<file path="src/aaas_pkg.sv">
// Purpose: constants and types of the aux converter averaging/status block
// Assumes: 125 MHz system clock, 16-bit register words
// Notes:   result word i sits at AAAS_A_RES0 + i
package aaas_pkg;
   // ==========================================================
   // register addresses
   localparam logic [3:0] AAAS_A_CTRL = 4'h0;  // converter_control_low
   localparam logic [3:0] AAAS_A_STAT = 4'h1;  // converter_status
   localparam logic [3:0] AAAS_A_RES0 = 4'h5;  // first result word
   localparam int         AAAS_NCH    = 5;     // result channels
   // ==========================================================
   // control field positions
   localparam int AAAS_STOP_BIT = 14;          // write 1: stop, power down
   localparam int AAAS_SCAN_LSB = 10;          // scan_select
   localparam int AAAS_RES_LSB  = 8;           // resolution_sel
   localparam int AAAS_AVG_LSB  = 6;           // average_count_sel
   localparam int AAAS_CLK_LSB  = 4;           // conv_clock_sel
   localparam int AAAS_FILT_BIT = 0;           // filter_type_sel
   localparam logic [13:0] AAAS_CTRL_WMASK = 14'h3ff1;  // storable bits
   // ==========================================================
   // status field positions
   localparam int AAAS_CFG_LSB  = 14;          // conv_done_pin_cfg
   localparam int AAAS_HALT_BIT = 13;          // converter_halted_flag
   localparam int AAAS_PEND_BIT = 11;          // results_pending_flag
   // new-data flag bit per channel: battery1, battery2, aux, result_a, result_b
   localparam int AAAS_FLAG_BIT [AAAS_NCH] = '{6, 5, 4, 2, 1};
   // ==========================================================
   // reset values and codes
   localparam logic [1:0] AAAS_CFG_RST    = 2'b10;  // pin config after reset
   localparam logic [1:0] AAAS_CFG_DONE   = 2'b01;  // data-available mode
   localparam logic [3:0] AAAS_SCAN_PORT  = 4'b1011; // three-input port scan
   // ==========================================================
   // conversion clock periods (ns) and system cycles, rounded up
   localparam int AAAS_SYS_MHZ = 125;
   localparam int AAAS_T8M_NS  = 125;
   localparam int AAAS_T4M_NS  = 250;
   localparam int AAAS_T2M_NS  = 500;
   localparam int AAAS_T1M_NS  = 1000;
   localparam int AAAS_DIV_CYC [4] = '{
      (AAAS_T8M_NS * AAAS_SYS_MHZ + 999) / 1000,
      (AAAS_T4M_NS * AAAS_SYS_MHZ + 999) / 1000,
      (AAAS_T2M_NS * AAAS_SYS_MHZ + 999) / 1000,
      (AAAS_T1M_NS * AAAS_SYS_MHZ + 999) / 1000};
   localparam int AAAS_CONV_EXTRA = 4;         // periods beyond bit count
   // ==========================================================
   // types
   typedef enum logic [1:0] {
      AAAS_IDLE = 2'b00,
      AAAS_CONV = 2'b01,
      AAAS_FILT = 2'b11
   } aaas_state_type;

   typedef struct packed {
      aaas_state_type  st;      // engine state
      logic [13:0]     ctrl;    // stored control bits
      logic [1:0]      cfg;     // done pin config
      logic            halted;  // powered down
      logic            pend;    // results pending
      logic [4:0]      flags;   // per-channel new data
      logic [4:0][11:0] res;    // result words
      logic [14:0][11:0] samp;  // raw sample store
      logic [15:0]     sum;     // mean accumulator
      logic [4:0]      scnt;    // samples taken
      logic [3:0]      cand;    // median candidate
      logic [2:0]      chan;    // channel in progress
      logic [1:0]      step;    // position in port scan
      logic [6:0]      div;     // clock divider
      logic [4:0]      per;     // periods in conversion
      logic [11:0]     sync1;   // raw input, first stage
      logic [11:0]     sync2;   // raw input, second stage
      logic [15:0]     rdata;   // read data
      logic            done_n;  // done pin
      logic [2:0]      mux;     // channel select out
   } aaas_regs_type;
endpackage

</file>
<file path="src/aaas_core.sv">
// Purpose: averaging, conversion timing, done pin and status of aux converter
// Assumes: serial control port decoded upstream into rd/wr strobes
// Notes:   reads of result words clear their new-data flags
`timescale 1ns/1ps
module aaas_core
   import aaas_pkg::*;
(
   input  wire logic        sys_clk,
   input  wire logic        rst,
   input  wire logic        reg_wr,
   input  wire logic        reg_rd,
   input  wire logic [3:0]  reg_addr,
   input  wire logic [15:0] reg_wdata,
   output logic      [15:0] reg_rdata,
   input  wire logic [11:0] adc_raw,
   output logic             conv_done_n,
   output logic      [2:0]  chan_sel
);
   // ==========================================================
   // state and decode signals
   aaas_regs_type s_reg;       // registered state
   aaas_regs_type s_next;      // next state
   logic          tick;        // one conversion clock period
   logic          set_end;     // result written this cycle
   logic          median_hit;  // candidate is the median
   logic [3:0]    nbits;       // resolution in bits
   logic [11:0]   rmask;       // resolution mask
   logic [4:0]    nsamp;       // samples per result
   logic [2:0]    shamt;       // mean divide shift
   logic [3:0]    kmed;        // median rank
   logic [6:0]    divlim;      // divider wrap value
   logic [11:0]   val;         // filtered value
   logic [2:0]    fchan;       // first channel of new scan
   logic          fvalid;      // scan code starts work
   logic [15:0]   stat;        // status word image
   logic [14:0]   lt_v;        // samples below candidate
   logic [14:0]   le_v;        // samples not above candidate
   logic          filt;        // median selected
   logic          scan_more;   // port scan continues

   assign filt = s_reg.ctrl[AAAS_FILT_BIT];

   // ==========================================================
   // median rank compare, one comparator pair per stored sample
   for (genvar j = 0; j < 15; j++) begin : g_cmp
      assign lt_v[j] = (5'(j) < s_reg.scnt) && (s_reg.samp[j] < s_reg.samp[s_reg.cand]);
      assign le_v[j] = (5'(j) < s_reg.scnt) && (s_reg.samp[j] <= s_reg.samp[s_reg.cand]);
   end

   // ==========================================================
   // next-state logic
   always_comb begin
      s_next    = s_reg;
      tick      = 1'b0;
      set_end   = 1'b0;
      scan_more = 1'b0;
      // resolution decode
      case (s_reg.ctrl[AAAS_RES_LSB+:2])
         2'b01: begin
            nbits = 4'd8;
            rmask = 12'hff0;
         end
         2'b10: begin
            nbits = 4'd10;
            rmask = 12'hffc;
         end
         default: begin
            nbits = 4'd12;
            rmask = 12'hfff;
         end
      endcase
      // sample count per averaging code and filter kind
      case (s_reg.ctrl[AAAS_AVG_LSB+:2])
         2'b01: begin
            nsamp = filt ? 5'd5 : 5'd4;
            shamt = 3'd2;
         end
         2'b10: begin
            nsamp = filt ? 5'd9 : 5'd8;
            shamt = 3'd3;
         end
         2'b11: begin
            nsamp = filt ? 5'd15 : 5'd16;
            shamt = 3'd4;
         end
         default: begin
            nsamp = 5'd1;
            shamt = 3'd0;
         end
      endcase
      // odd counts only reach the median path, so n/2 is the middle rank
      kmed       = nsamp[4:1];
      median_hit = (5'($countones(lt_v)) <= {1'b0, kmed})
                   && (5'($countones(le_v)) > {1'b0, kmed});
      val        = filt ? s_reg.samp[s_reg.cand] : 12'(s_reg.sum >> shamt);
      divlim     = 7'(AAAS_DIV_CYC[s_reg.ctrl[AAAS_CLK_LSB+:2]] - 1);
      // first channel for a newly written scan code
      fvalid = 1'b1;
      case (reg_wdata[AAAS_SCAN_LSB+:4])
         4'b0110: fchan = 3'd0;
         4'b0111: fchan = 3'd1;
         4'b1000: fchan = 3'd2;
         4'b1001: fchan = 3'd2;
         4'b1010: fchan = 3'd3;
         4'b1011: fchan = 3'd0;
         4'b1100: fchan = 3'd4;
         default: begin
            fchan  = 3'd0;
            fvalid = 1'b0;
         end
      endcase
      // status word, reserved positions stay zero
      stat = 16'h0000;
      stat[AAAS_CFG_LSB+:2] = s_reg.cfg;
      stat[AAAS_HALT_BIT]   = s_reg.halted;
      stat[AAAS_PEND_BIT]   = s_reg.pend;
      for (int i = 0; i < AAAS_NCH; i++) begin
         stat[AAAS_FLAG_BIT[i]] = s_reg.flags[i];
      end

      // reading a result word clears its flag; sets below win
      if (reg_rd && reg_addr >= AAAS_A_RES0 && reg_addr < AAAS_A_RES0 + 4'd5) begin
         s_next.flags[3'(reg_addr - AAAS_A_RES0)] = 1'b0;
      end
      if (s_next.flags == 5'h00) begin
         s_next.pend = 1'b0;
      end

      // conversion engine
      case (s_reg.st)
         AAAS_CONV: begin
            // divider gives one enable per conversion clock period
            if (s_reg.div >= divlim) begin
               s_next.div = 7'd0;
               tick       = 1'b1;
            end else begin
               s_next.div = s_reg.div + 7'd1;
            end
            if (tick) begin
               if (s_reg.per == 5'(nbits) + 5'd3) begin
                  s_next.per = 5'd0;
                  if (s_reg.scnt < 5'd15) begin
                     s_next.samp[s_reg.scnt[3:0]] = s_reg.sync2 & rmask;
                  end
                  s_next.sum  = s_reg.sum + 16'(s_reg.sync2 & rmask);
                  s_next.scnt = s_reg.scnt + 5'd1;
                  if (s_reg.scnt + 5'd1 == nsamp) begin
                     s_next.st   = AAAS_FILT;
                     s_next.cand = 4'd0;
                  end
               end else begin
                  s_next.per = s_reg.per + 5'd1;
               end
            end
         end
         AAAS_FILT: begin
            // mean ends at once; median walks candidates until rank fits
            if (!filt || median_hit) begin
               set_end                = 1'b1;
               s_next.res[s_reg.chan]  = val;
               s_next.flags[s_reg.chan] = 1'b1;
               scan_more = (s_reg.ctrl[AAAS_SCAN_LSB+:4] == AAAS_SCAN_PORT)
                           && (s_reg.step != 2'd2);
               if (scan_more) begin
                  s_next.step = s_reg.step + 2'd1;
                  s_next.chan = s_reg.chan + 3'd1;
                  s_next.scnt = 5'd0;
                  s_next.sum  = 16'h0000;
                  s_next.per  = 5'd0;
                  s_next.div  = 7'd0;
                  s_next.st   = AAAS_CONV;
               end else begin
                  s_next.pend = 1'b1;
                  s_next.st   = AAAS_IDLE;
               end
            end else begin
               s_next.cand = s_reg.cand + 4'd1;
            end
         end
         default: begin
            s_next.st = AAAS_IDLE;
         end
      endcase

      // control write: stop wins, else a valid code restarts the engine
      if (reg_wr && reg_addr == AAAS_A_CTRL) begin
         s_next.ctrl = reg_wdata[13:0] & AAAS_CTRL_WMASK;
         s_next.st   = AAAS_IDLE;
         if (reg_wdata[AAAS_STOP_BIT]) begin
            s_next.halted = 1'b1;
         end else if (fvalid) begin
            s_next.chan   = fchan;
            s_next.step   = 2'd0;
            s_next.scnt   = 5'd0;
            s_next.sum    = 16'h0000;
            s_next.div    = 7'd0;
            s_next.per    = 5'd0;
            s_next.st     = AAAS_CONV;
            s_next.halted = 1'b0;
         end
      end
      // only the pin config is writable in the status word
      if (reg_wr && reg_addr == AAAS_A_STAT) begin
         s_next.cfg = reg_wdata[AAAS_CFG_LSB+:2];
      end

      // read data mux
      if (reg_rd) begin
         if (reg_addr == AAAS_A_CTRL) begin
            // busy bit reads inverted; clock field returns its encoding
            s_next.rdata = {1'b0, s_reg.st == AAAS_IDLE, s_reg.ctrl[13:4], 3'b000,
                            s_reg.ctrl[0]};
         end else if (reg_addr == AAAS_A_STAT) begin
            s_next.rdata = stat;
         end else if (reg_addr >= AAAS_A_RES0 && reg_addr < AAAS_A_RES0 + 4'd5) begin
            s_next.rdata = {4'h0, s_reg.res[3'(reg_addr - AAAS_A_RES0)]};
         end else begin
            s_next.rdata = 16'h0000;
         end
      end

      // pin low while pending and configured; other codes keep it high
      s_next.done_n = !(s_next.cfg == AAAS_CFG_DONE && s_next.pend);
      s_next.mux    = s_next.chan;
      // raw input crosses in through two flops
      s_next.sync1  = adc_raw;
      s_next.sync2  = s_reg.sync1;
   end

   // ==========================================================
   // state register
   always_ff @(posedge sys_clk) begin
      if (rst) begin
         s_reg        <= '0;
         s_reg.cfg    <= AAAS_CFG_RST;
         s_reg.done_n <= 1'b1;
      end else begin
         s_reg <= s_next;
      end
   end

   assign reg_rdata   = s_reg.rdata;
   assign conv_done_n = s_reg.done_n;
   assign chan_sel    = s_reg.mux;
endmodule

</file>
<file path="config.mk">
export PLATFORM = sky130hd
export DESIGN_NAME = aaas_core
export DESIGN_NICKNAME = d
export VERILOG_FILES = /design/src/aaas_pkg.sv /design/src/aaas_core.sv
export SDC_FILE = /design/constraint.sdc
export NUM_CORES = 1
export LEC_CHECK = 0
export ABC_AREA = 1
export BUFFER_PORTS_ARGS = -buffer_cell sky130_fd_sc_hd__buf_2
export CAP_MARGIN = 10
export CORE_ASPECT_RATIO = 0.75
export CORE_MARGIN = 2
export CORE_UTILIZATION = 50
export DETAILED_ROUTE_END_ITERATION = 6
export PLACE_DENSITY_LB_ADDON = 0.05
export RECOVER_POWER = 100
export REMOVE_ABC_BUFFERS = 1
export SLEW_MARGIN = 10
export SYNTH_ARGS = -nofsm -noshare
export SYNTH_HDL_FRONTEND = slang
export SYNTH_SLANG_ARGS = --single-unit
export TNS_END_PERCENT = 5
</file>
<file path="constraint.sdc">
create_clock -name sys_clk -period 10.1 [get_ports sys_clk]
set_input_delay 1.515 -clock sys_clk [delete_from_list [all_inputs] [get_ports sys_clk]]
set_output_delay 1.515 -clock sys_clk [all_outputs]
set_load 0.005 [all_outputs]
</file>
* After elaboration in Yosys (flattened, before gate mapping)
Index checks and enable logic that the tools add are counted.
** Storage, ports and cells
- Register bits :: 345
- Output and inout bits :: 20
- Word-level logic and storage cells :: 294
** Cells by class
- $lt $le $gt $ge :: 59
- Bitwise gates (word level) :: 6
- Shifts and indexed selects :: 1
- Add/sub/neg operators :: 38
- Multiplexer cells :: 69
- Reductions and logical operators :: 56
- Equal/unequal tests :: 28
** Operators with widths (count)
- $bwmux 180 :: 1
- $le 12x12->1 :: 15
- $lt 12x12->1 :: 15
- $mux 66 :: 2
- $mux 21 :: 5
- $mux 17 :: 5
- $mux 12 :: 6
- $bmux 32 s2 :: 1
- $bwmux 60 :: 1
- $mux 25 :: 2
- $pmux 25 s2 :: 1
- $bmux 12 s4 :: 1
- $demux 12 s4 :: 1
- $mux 16 :: 3
- $logic_and 1x1->1 :: 41
- $bmux 12 s3 :: 1
- $demux 12 s3 :: 1
- $lt 4x5->1 const A :: 7
- $add 1x1->2 :: 14
- $mux 5 :: 5
- $and 12x12->12 :: 2
- $eq 4x4->1 const B :: 6
- $pmux 12 s2 :: 1
- $mux 7 :: 3
- other kinds (62) :: 117

* Depth between registers and ports, before layout
Gate-level depths: netlist (run 1).
- Depth in word-level cells :: 16
- Depth in mapped cells :: 44

* Worst setup path before layout (run 1)
Ideal clock, no wire load.
- Path kind :: reg-to-reg
- Start point :: register s_reg[62] in the netlist's numbering
- End point :: register s_reg[288] in the netlist's numbering
- Cell stages (with the launch flop) :: 40
- Setup slack :: 3070 ps
- Arrival :: 6958 ps
- Clock period less this slack :: 7030 ps
- Cell sequence :: dfxtp_1 > inv_1 > nor2_1 > buf_2 > buf_2 > nand2_1 > o211ai_1 > nand2_1 > nand3_1 > nand2_1 > ha_1 > nand2_1 > a21oi_1 > a211oi_1 > inv_1 > nor2_1 > nand3_1 > o41ai_1 > (+4 left out) > fa_1 > fa_1 > fa_1 > xnor2_1 > ha_1 > nand2_1 > nand2_1 > nand2_1 > nand3_1 > nand2_1 > inv_1 > nand2_1 > nand2_2 > nand2_4 > nor2_1 > buf_4 > nand3_1 > a21oi_1
** Between the ends
- Longest elaborated chain between the ends :: 12
** Ends and longest elaborated chain
- from (decl) :: RTL line aaas_core.sv:21 : aaas_regs_type s_reg;
- from (signal assigned) :: RTL line aaas_core.sv:238 : s_reg <= s_next;
- $bmux 12 s4 * :: RTL line aaas_core.sv:46, aaas_core.sv:47, aaas_core.sv:95
- $mux 12 (not written as such) * :: RTL line aaas_core.sv:46, aaas_core.sv:47, aaas_core.sv:95
- $lt 12x12->1 / $le 12x12->1 (equally long branches) :: RTL line aaas_core.sv:46, aaas_core.sv:47
- $logic_and 1x1->1 (on tied branches) :: RTL line aaas_core.sv:46, aaas_core.sv:47
- $add 1x1->2 (on tied branches) :: RTL line aaas_core.sv:93, aaas_core.sv:94
- $add 2x2->3 (not written as such), or another cell as far along :: RTL line aaas_core.sv:93 : median_hit = (5'($countones(lt_v)) <= {1'b0, kmed})
- $add 3x3->4 (on tied branches) :: RTL line aaas_core.sv:93, aaas_core.sv:94
- $add 4x4->5 (on tied branches) :: RTL line aaas_core.sv:93, aaas_core.sv:94
- $le 5x4->1 / $gt 5x4->1 (equally long branches) :: RTL line aaas_core.sv:93, aaas_core.sv:94
- $logic_and 1x1->1 :: RTL line aaas_core.sv:94 : && (5'($countones(le_v)) > {1'b0, kmed});
- $logic_or 1x1->1 :: RTL line aaas_core.sv:158 : if (!filt || median_hit) begin
- $reduce_and 2->1 (no line)
Mark *: on every way between the ends. The rest lies on a longest branch, timed or not. The select of a mux whose other input is x is not followed.
A chain may end at the register's enable or synchronous reset.

* Worst setup path in the final report (run 1)
- Start point :: register s_reg[61] in the netlist's numbering
- End point :: register s_reg[276] in the netlist's numbering
The elaborated chain is that of the path after synthesis.

==> results.yml, run 1 <==
setup_path:
  cp.depth: 32
  critPathRequiredTime_ps: 10360
  critPathCaptureType: "flop"
  slowest_stage: "o41ai_1"
  crit_type: "reg2reg"
  path_buf_inv: 6
  cp.arrival_ps: 9630
  crit_fanout: 31
  reg2regPathDepth: 32
  setup.worst_path.start_class: "flop"
  cpMostUsedCell: "nand2_1"
  crit_family: "adder cells"
  slowest_delay_ps: 650
timing:
  skew_ps: 29.7
  drv_slew: 342
  max_freq_mhz: 107
  rsz0062_at_grt: "no"
  timing.final.crit_share_pct: 92.7
  period_needed_ps: 9360
  slew_headroom_pct: -181
  finalSetupViolCount: 0
  setup_tns_ps: 0
  tightest_slew_ps: 4210
  hold_viol_final: 0
clock_tree:
  htreeDepth: 2
  cts_hold_buf: 0
  clk-insertion-delay-late_ps: 580
  path_clk_slew_ps: 60
  cts_tree: "done"
  ctsResizeCount: 0
  root_buffer: "clkbuf_16"
  post-cts-setup-buffer-count: 0
  clk_path_buf_depth: 3
  cts_buffers: 38
  cts.sink_count: 345
layout:
  largest_reg_flops: 312
  antenna_cells: 0
  fin_util_pct: 54.4
  finalNonFillerCells: 3877
  final_cell_mix: "nand2_1, nor2_1, dfxtp_1"
  fillers: 4434
  layout_commonest_cell: "nand2_1"
  fin_area_um2: 24300
  fin_nets: 3552
  drive_gt1_share_pct: 7.78
  syn_to_final_growth_pct: 7.55
logic_synthesis:
  ys_warn_count: 0
  ys_ff_latch: 345
  ys_types: 59
  synth.avg_cell_area_um2: 6.88
  synth_edf_count: 0
  syn_inst: 3281
  async_flop_share_pct: 0
  ys.flop_type: "dfxtp_1"
  syn_area_um2: 22600
  ys_seq_area_share_pct: 30.6
route:
  drc_errors: 0
  vias: 22118
  routed_via_density: 5.70
  detail-route-antenna-nets: 0
  firstDrtPassIters: 6
  drt-wirelength-per-cell_um: 19.9
  drt-total-wl_mm: 77.0
  initialDrtViolationCount: 2577
placement:
  gp_congestion: 0.988
  port_buffers: 52
  placed_cells: 3812
  dpl_cell_area_um2: 23200
  dpl.hpwl_mm: 57.0
global_route:
  grt_overflow: 0
  grt_pass1_vias: 20186
  grt_usage_pct: 32.5
  grt_max_degree: 91
  antenna_found_initial: 2
  grt_pass1_wl_mm: 119
run_status:
  violations: "capacitance limit, slew limit"
  status: "complete, but fails checks"
floorplan:
  initial_core_util_pct: 50.6
  fp.dieH_um: 188
  die_w_um: 249
  ios: 56
  dieArea_um2: 46900
  core_area_um2: 44600
  rows: 67
pwr:
  vdd_drop_max_mv: 0.121
  cellPowerDensity_nw_per_um2: 122
  leakagePower_uw: 0.0108
worst_hold_path:
  hp-class: "reg2reg"
  hold_path_depth: 2
job:
  cap_viol_max_count: 7
Yosys cell counts (11+ instances only):
cell type  count  area share (%)
or2_2         11            0.30
inv_2         24            0.40
inv_1        301             5.0
nor3_1        21            0.47
clkbuf_1      59            0.98
buf_2         58             1.3
a21oi_1      315             7.0
o211ai_1      27            0.90
a22oi_1       11            0.37
fa_1          21             1.9
o21ai_1       28            0.62
buf_6         12            0.60
buf_4         27            0.90
nor2_1       366             6.1
dfxtp_1      345              31
nand2_2       35            0.97
o21ai_0      223             4.9
nand4_1       58             1.6
nand3_1      128             2.8
nand2_1      816              14
a21oi_2       30             1.2
ha_1         229              13
worst reg2reg max path, delay by kind of cell, from the launching register on:
family | cells | cell delay, ps
fa+ha+maj | 8 | 3430
simple gates | 13 | 1890
buf+inv | 6 | 1590
compound gates | 4 | 1560
flops | 1 | 430
xor+xnor | 1 | 140
path summary, 6_finish.rpt:
check                                            start                 endpoint  slack (ps)
worst max register to register  s_reg[61]$_SDFFE_PP0P_  s_reg[276]$_SDFFE_PP0P_         740
worst min register to register   s_next[20]$_SDFF_PP0_     s_reg[20]$_SDFF_PP0_         400
worst max-delay path            s_reg[61]$_SDFFE_PP0P_  s_reg[276]$_SDFFE_PP0P_         740
worst min-delay path             s_next[20]$_SDFF_PP0_     s_reg[20]$_SDFF_PP0_         400
where the power goes:
part	switching, µW	internal (µW)
registers	5.82	1370
logic	101	32.9
clock network	605	861
total	712	2260
per-stage QoR:
step	hold WS, ps	total power [µW]	worst slack (ps)
floorplan	388	1470	922
global placement	389	1540	1240
detailed placement	397	1540	1120
CTS	405	2990	1120
global route	425	3070	273
finish	404	2970	736
logic make-up (layout without fill, tap and decap cells):
kind of cell | count (synthesis) | count (layout) | share of synthesized area (%)
XOR/XNOR | 12 | 12 | 0.466
AO/OA/AOI/OAI | 698 | 698 | 17.1
multiplexers | 1 | 1 | 0.0443
flip-flops | 345 | 345 | 30.6
adder cells (fa/ha/maj) | 250 | 250 | 14.6
other | 1 | 2 | 0.0166
buffers and inverters | 492 | 501 | 9.39
AND/OR/NAND/NOR | 1482 | 1482 | 27.8
metal layers:
metal / vias up / wire [µm] / GRT usage, % / part of all wire [%]
met3: 118 / 8150 / 7.40 / 11
met5: - / 0 / 0 / 0
li1: 10747 / - / - / -
met2: 927 / 30100 / 45.2 / 39
met4: 0 / 1810 / 8.04 / 2.3
met1: 10326 / 37000 / 49.9 / 48
cell type report:
class | instances | area [µm²] | area share [%]
Multi-Input combinational cell | 2445 | 13400 | 55.4
Sequential cell | 345 | 6910 | 28.4
Inverter | 328 | 1230 | 5.08
Clock buffer | 52 | 1090 | 4.50
Tap cell | 586 | 733 | 3.02
Timing Repair Buffer | 108 | 684 | 2.82
Clock inverter | 13 | 186 | 0.768
Note: power is estimated with default switching activity, not from simulation.
==> run 2, diff against run 1 <==
--- a/config.mk
+++ b/config.mk
@@ -5,7 +5,7 @@
 export SDC_FILE = /design/constraint.sdc
 export NUM_CORES = 1
 export LEC_CHECK = 0
-export ABC_AREA = 1
+export ABC_AREA = 0
 export BUFFER_PORTS_ARGS = -buffer_cell sky130_fd_sc_hd__buf_2
 export CAP_MARGIN = 10
 export CORE_ASPECT_RATIO = 0.75
==> run 2 against run 1 <==
  * Sequential cell count unchanged
  * The run still ends with capacitance limit, slew limit left
  * Power increased by 1.7%
  * Largest power group unchanged
  * Critical path type unchanged
  * Largest cell class unchanged
  * Critical endpoint is now s_reg[299]$_SDFFE_PP0P_
  * Routed wire length decreased by 15%
  * Synthesized cell count decreased by 30%
==> results.yml, run 2 <==
run_status:
  status: "complete, but fails checks"
  violations: "capacitance limit, slew limit"
pwr:
  p_int_uw: 2340
  total_power_uw: 3030
  combPwrFrac_pct: 3.6
  cellPowerDensity_nw_per_um2: 128
  leakagePower_uw: 0.0106
  pwr-share-seq_pct: 45.4
  p_sw_uw: 687
  vdd_drop_max_mv: 0.136
  switching_share_pct: 22.7
  clock_power_share_pct: 51.0
setup_path:
  r2r_end: "s_reg[299]$_SDFFE_PP0P_"
  critPathRequiredTime_ps: 10540
  setup.worst_path.start_class: "flop"
  critPathCaptureType: "flop"
  crit_fanout: 31
  r2r_start: "s_reg[61]$_SDFFE_PP0P_"
  cp.arrival_ps: 9860
  reg2regPathDepth: 27
  crit_type: "reg2reg"
  r2r_slack_ps: 690
placement:
  placed_cells: 2831
  gp_congestion: 0.906
  port_buffers: 52
  place_worst_setup_slack_ps: 862
  dpl.hpwl_mm: 47.8
timing:
  max_freq_mhz: 106
  drv_slew: 346
  setup_tns_ps: 0
  timing.final.crit_share_pct: 93.2
  slew_headroom_pct: -140
  finalSetupViolCount: 0
  rsz0062_at_grt: "no"
  fin_ws_ps: 687
  tightest_slew_ps: 3590
  hold_viol_final: 0
  period_needed_ps: 9410
  skew_ps: 15.7
logic_synthesis:
  synth_area_leaders: "dfxtp_1, ha_1, mux2i_1"
  syn_inst: 2308
  async_flop_share_pct: 0
  synth_xor_area_share_pct: 1.00
  synth_top_family_by_area: "multiplexers"
  synth_compound_area_share_pct: 13.6
  ys.flop_type: "dfxtp_1"
  muxShareOfSynthArea_pct: 17.6
  synth_top_cell_area_share_pct: 31.8
  yosys.area_share.simple_pct: 15.8
  ys_warn_count: 0
  synth_edf_count: 0
  synth_fa_ha_area_share_pct: 15.1
  ys_ff_latch: 345
  ys_types: 88
  syn_area_um2: 21800
  synth.avg_cell_area_um2: 9.42
  synthTopCellsByCount: "dfxtp_1, nor2_1, mux2i_1"
  synth.most_common_cell: "dfxtp_1"
  ys_seq_area_share_pct: 31.8
  synth_top_area_cell: "dfxtp_1"
layout:
  multi_input_area_um2: 13800
  drive_gt1_share_pct: 10.9
  final_cell_mix: "dfxtp_1, nor2_1, mux2i_1"
  fin_util_pct: 54.9
  fin_nets: 2580
  antenna_cells: 0
  seqCellArea_um2: 6910
  fillers: 4000
  largest_reg_flops: 312
  syn_to_final_growth_pct: 8.79
  finalNonFillerCells: 2901
  layout_commonest_cell: "dfxtp_1"
worst_hold_path:
  hold_path_depth: 1
  hold_start: "s_next[28]$_SDFF_PP0_"
  hp-class: "reg2reg"
  hold_path_end: "s_reg[28]$_SDFF_PP0_"
floorplan:
  initial_core_util_pct: 50.5
  rows: 66
  die_w_um: 245
  fp.dieH_um: 185
  ios: 56
  dieArea_um2: 45200
  core_area_um2: 43100
clock_tree:
  cts_hold_buf: 0
  cts.sink_count: 345
  clk-insertion-delay-late_ps: 550
  cts_tree: "done"
  root_buffer: "clkbuf_16"
  clk_path_buf_depth: 3
  cts_buffers: 39
  ctsResizeCount: 0
  post-cts-setup-buffer-count: 0
  path_clk_slew_ps: 70
  htreeDepth: 2
global_route:
  grt_usage_pct: 28.7
  grt_max_degree: 82
  antenna_found_initial: 4
  grt_overflow: 0
  grt_pass1_wl_mm: 99.1
  grt_pass1_vias: 16419
job:
  cap_viol_max_count: 5
route:
  firstDrtPassIters: 5
  routed_via_density: 6.08
  drt-wirelength-per-cell_um: 22.6
  initialDrtViolationCount: 1447
  detail-route-antenna-nets: 0
  drt-total-wl_mm: 65.5
  vias: 17631
  drc_errors: 0
==> run 2: cell types whose count changed after synthesis, sizes merged, moves of 23 or more <==
cell / before / now
buf: 105 / 82
mux2i: 1 / 255
nor2b: 0 / 66
o21a: 7 / 30
o21ai: 251 / 60
inv: 326 / 65
mux4: 0 / 51
nor2: 375 / 329
a21o: 1 / 46
nand3: 129 / 34
clkbuf: 59 / 82
a21oi: 345 / 147
nand2: 862 / 103
==> run 2: per-layer routing <==
metal / track usage [%] / vias up / part of all wire [%]
met5: 0 / - / 0.070
met4: 6.15 / 8 / 2.0
met3: 5.71 / 91 / 7.6
met2: 40.2 / 527 / 40
met1: 44.7 / 8671 / 50
li1: - / 8334 / -
==> run 2: power by group through the flow <==
stage | clock [µW] | sequential (µW) | combinational [µW]
finish | 1540 | 1370 | 110
global route | 1630 | 1370 | 119
CTS | 1570 | 1370 | 111
detailed placement | 0 | 1400 | 110
global placement | 0 | 1400 | 109
floorplan | 0 | 1400 | 45.9
==> run 2: metrics by stage <==
step,cell area [µm²],hold WS [ps]
final,23700,430
after global placement,22300,416
after floorplan,20900,414
after detailed placement,22300,425
after CTS,23700,436
after global routing,23700,448
==> run 2: kinds of logic (layout without fill, tap and decap cells) <==
family	Yosys count	after routing
fa+ha+maj	250	250
flops	345	345
simple gates	699	699
xor+xnor	24	24
compound gates	442	442
mux	318	318
other cells	1	2
buf+inv	229	243
==> run 2: worst max-delay path: stages, from the launching register on <==
cell      delay [ps]
dfxtp_4          770
buf_4            370
mux4_2           600
mux2i_1          160
o21a_1           400
buf_4            280
ha_1             270
a21o_1           190
a21o_1           160
a21oi_1          330
o2111a_1         290
a21oi_1           80
fa_1             550
fa_1             530
fa_1             530
fa_1             540
fa_1             490
fa_1             390
xnor2_1          180
ha_1             270
and4_1           190
o21ai_0          210
a21oi_2          140
nor3_4           380
nand2_1           90
clkbuf_2         370
or2_2            410
a21oi_1          120
==> run 2: worst max path at each step <==
stage / startpoint / endpoint / slack [ps]
2_1_floorplan: s_reg[61]$_SDFFE_PP0P_ / s_reg[303]$_SDFFE_PP0P_ / 420
3_3_place_gp: s_reg[61]$_SDFFE_PP0P_ / s_reg[284]$_SDFFE_PP0P_ / 890
3_5_place_dp: s_reg[61]$_SDFFE_PP0P_ / s_reg[281]$_SDFFE_PP0P_ / 860
4_1_cts: s_reg[61]$_SDFFE_PP0P_ / s_reg[284]$_SDFFE_PP0P_ / 820
5_1_grt: s_reg[61]$_SDFFE_PP0P_ / s_reg[299]$_SDFFE_PP0P_ / 170
6_report: s_reg[61]$_SDFFE_PP0P_ / s_reg[299]$_SDFFE_PP0P_ / 690
==> run 2: cell type report <==
class                      instances  area share (%)
sequential                       345            29.2
tap                              578            3.06
inverter                          65            1.03
timing repair buffer             108            2.70
multi-input combinational       1735            58.1
clock buffer                      56            5.00
clock inverter                    14           0.851
==> run 3, diff against run 2 <==
==> constraint.sdc (replaced) <==
create_clock -name sys_clk -period 10.1 [get_ports sys_clk]
set_input_delay 1.515 -clock sys_clk [delete_from_list [all_inputs] [get_ports sys_clk]]
set_output_delay 1.515 -clock sys_clk [all_outputs]
set_load 0.01 [all_outputs]
==> run 3 against run 2 <==
  * The run still ends with capacitance limit, slew limit left
  * Critical endpoint unchanged
  * Combinational power hardly changed
  * Clock skew about the same
  * Final area hardly changed
  * Highest routed layer unchanged
  * Via count grew 0.24%
  * Final cell count unchanged
  * Non-clock buffer count did not move
==> results.yml, run 3 (synthesis results as in run 2) <==
run_status:
  status: "complete, but fails checks"
  violations: "capacitance limit, slew limit"
global_route:
  antenna_found_initial: 4
  grt_overflow: 0
  grt_pass1_wl_mm: 99.1
  grt_usage_pct: 28.7
  grt_max_degree: 82
  grt_pass1_vias: 16419
route:
  vias: 17674
  drc_errors: 0
  firstDrtPassIters: 5
  detail-route-antenna-nets: 0
  routed_via_density: 6.09
  drt-wirelength-per-cell_um: 22.6
  drt-total-wl_mm: 65.5
  initialDrtViolationCount: 1447
pwr:
  cellPowerDensity_nw_per_um2: 128
  vdd_drop_max_mv: 0.136
  leakagePower_uw: 0.0106
layout:
  drive_gt1_share_pct: 10.7
  finalNonFillerCells: 2901
  fillers: 4001
  layout_commonest_cell: "dfxtp_1"
  fin_nets: 2580
  syn_to_final_growth_pct: 8.77
  largest_reg_flops: 312
  antenna_cells: 0
  multi_input_area_um2: 13800
  seqCellArea_um2: 6910
  final_cell_mix: "dfxtp_1, nor2_1, mux2i_1"
timing:
  timing.final.crit_share_pct: 93.0
  period_needed_ps: 9400
  tightest_slew_ps: 3590
  hold_viol_final: 0
  max_freq_mhz: 106
  skew_ps: 16.0
  setup_tns_ps: 0
  rsz0062_at_grt: "no"
  drv_slew: 346
  slew_headroom_pct: -140
  finalSetupViolCount: 0
  fin_ws_ps: 703
floorplan:
  initial_core_util_pct: 50.5
  ios: 56
  fp.dieH_um: 185
  die_w_um: 245
  core_area_um2: 43100
  rows: 66
  dieArea_um2: 45200
job:
  cap_viol_max_count: 5
setup_path:
  critPathCaptureType: "flop"
  slowest_stage: "dfxtp_4"
  cp.depth: 27
  startpoint: "s_reg[61]$_SDFFE_PP0P_"
  cp.arrival_ps: 9840
  setup.worst_path.start_class: "flop"
  path_buf_inv: 3
  crit_fanout: 31
  cpMostUsedCell: "fa_1"
  crit_family: "adder cells"
  reg2regPathDepth: 27
  r2r_start: "s_reg[61]$_SDFFE_PP0P_"
  slowest_delay_ps: 770
  critPathRequiredTime_ps: 10540
  crit_type: "reg2reg"
clock_tree:
  htreeDepth: 2
  post-cts-setup-buffer-count: 0
  clk_path_buf_depth: 3
  clk-insertion-delay-late_ps: 550
  path_clk_slew_ps: 70
  cts_buffers: 39
  root_buffer: "clkbuf_16"
  cts_tree: "done"
  ctsResizeCount: 0
  cts.sink_count: 345
  cts_hold_buf: 0
worst_hold_path:
  hold_start: "s_next[28]$_SDFF_PP0_"
  hp-class: "reg2reg"
  hold_path_depth: 1
placement:
  dpl.hpwl_mm: 47.8
  gp_congestion: 0.906
  placed_cells: 2831
  place_worst_setup_slack_ps: 862
  port_buffers: 52
## run 3: worst paths after layout
check,endpoint,slack (ps)
setup / recovery,s_reg[299]$_SDFFE_PP0P_,700
hold / removal,s_reg[28]$_SDFF_PP0_,430
setup reg to reg,s_reg[299]$_SDFFE_PP0P_,700
hold reg to reg,s_reg[28]$_SDFF_PP0_,430
## run 3: cell type report
type / count / share of cell area (%)
multi-input cells: 1735 / 58.2
flip-flops and latches: 345 / 29.2
clock buffers: 56 / 5.00
well taps: 578 / 3.06
repair buffers: 108 / 2.68
inverters: 65 / 1.03
clock inverters: 14 / 0.851
## run 3: worst register-to-register path: cells and delay by family (launching register included)
kind / cells / cell delay [ps]
mux: 2 / 760
xor+xnor: 1 / 180
flops: 1 / 770
buf+inv: 3 / 1040
fa+ha+maj: 8 / 3570
compound gates: 9 / 1910
simple gates: 4 / 1080
## run 3: metrics by stage
stage	power (µW)	hold slack, ps	cell area [µm²]	util [%]
6_report	3030	430	23700	54.9
5_1_grt	3120	448	23700	54.9
4_1_cts	3050	436	23700	55.0
3_5_place_dp	1510	425	22300	51.8
3_3_place_gp	1510	416	22300	51.8
2_1_floorplan	1450	414	20900	-
## run 3: report_power, final
part | leakage, µW | total (µW) | internal [µW] | switching, µW
logic | 0.00709 | 111 | 29.8 | 80.8
clock network | 0.000686 | 1540 | 941 | 601
registers | 0.00279 | 1370 | 1370 | 5.94
## run 3: layer usage
metal / global-route usage [%] / routed length, µm
met1: 44.7 / 32700
met2: 40.2 / 26400
met3: 5.71 / 5090
met4: 6.15 / 1290
met5: 0 / 46
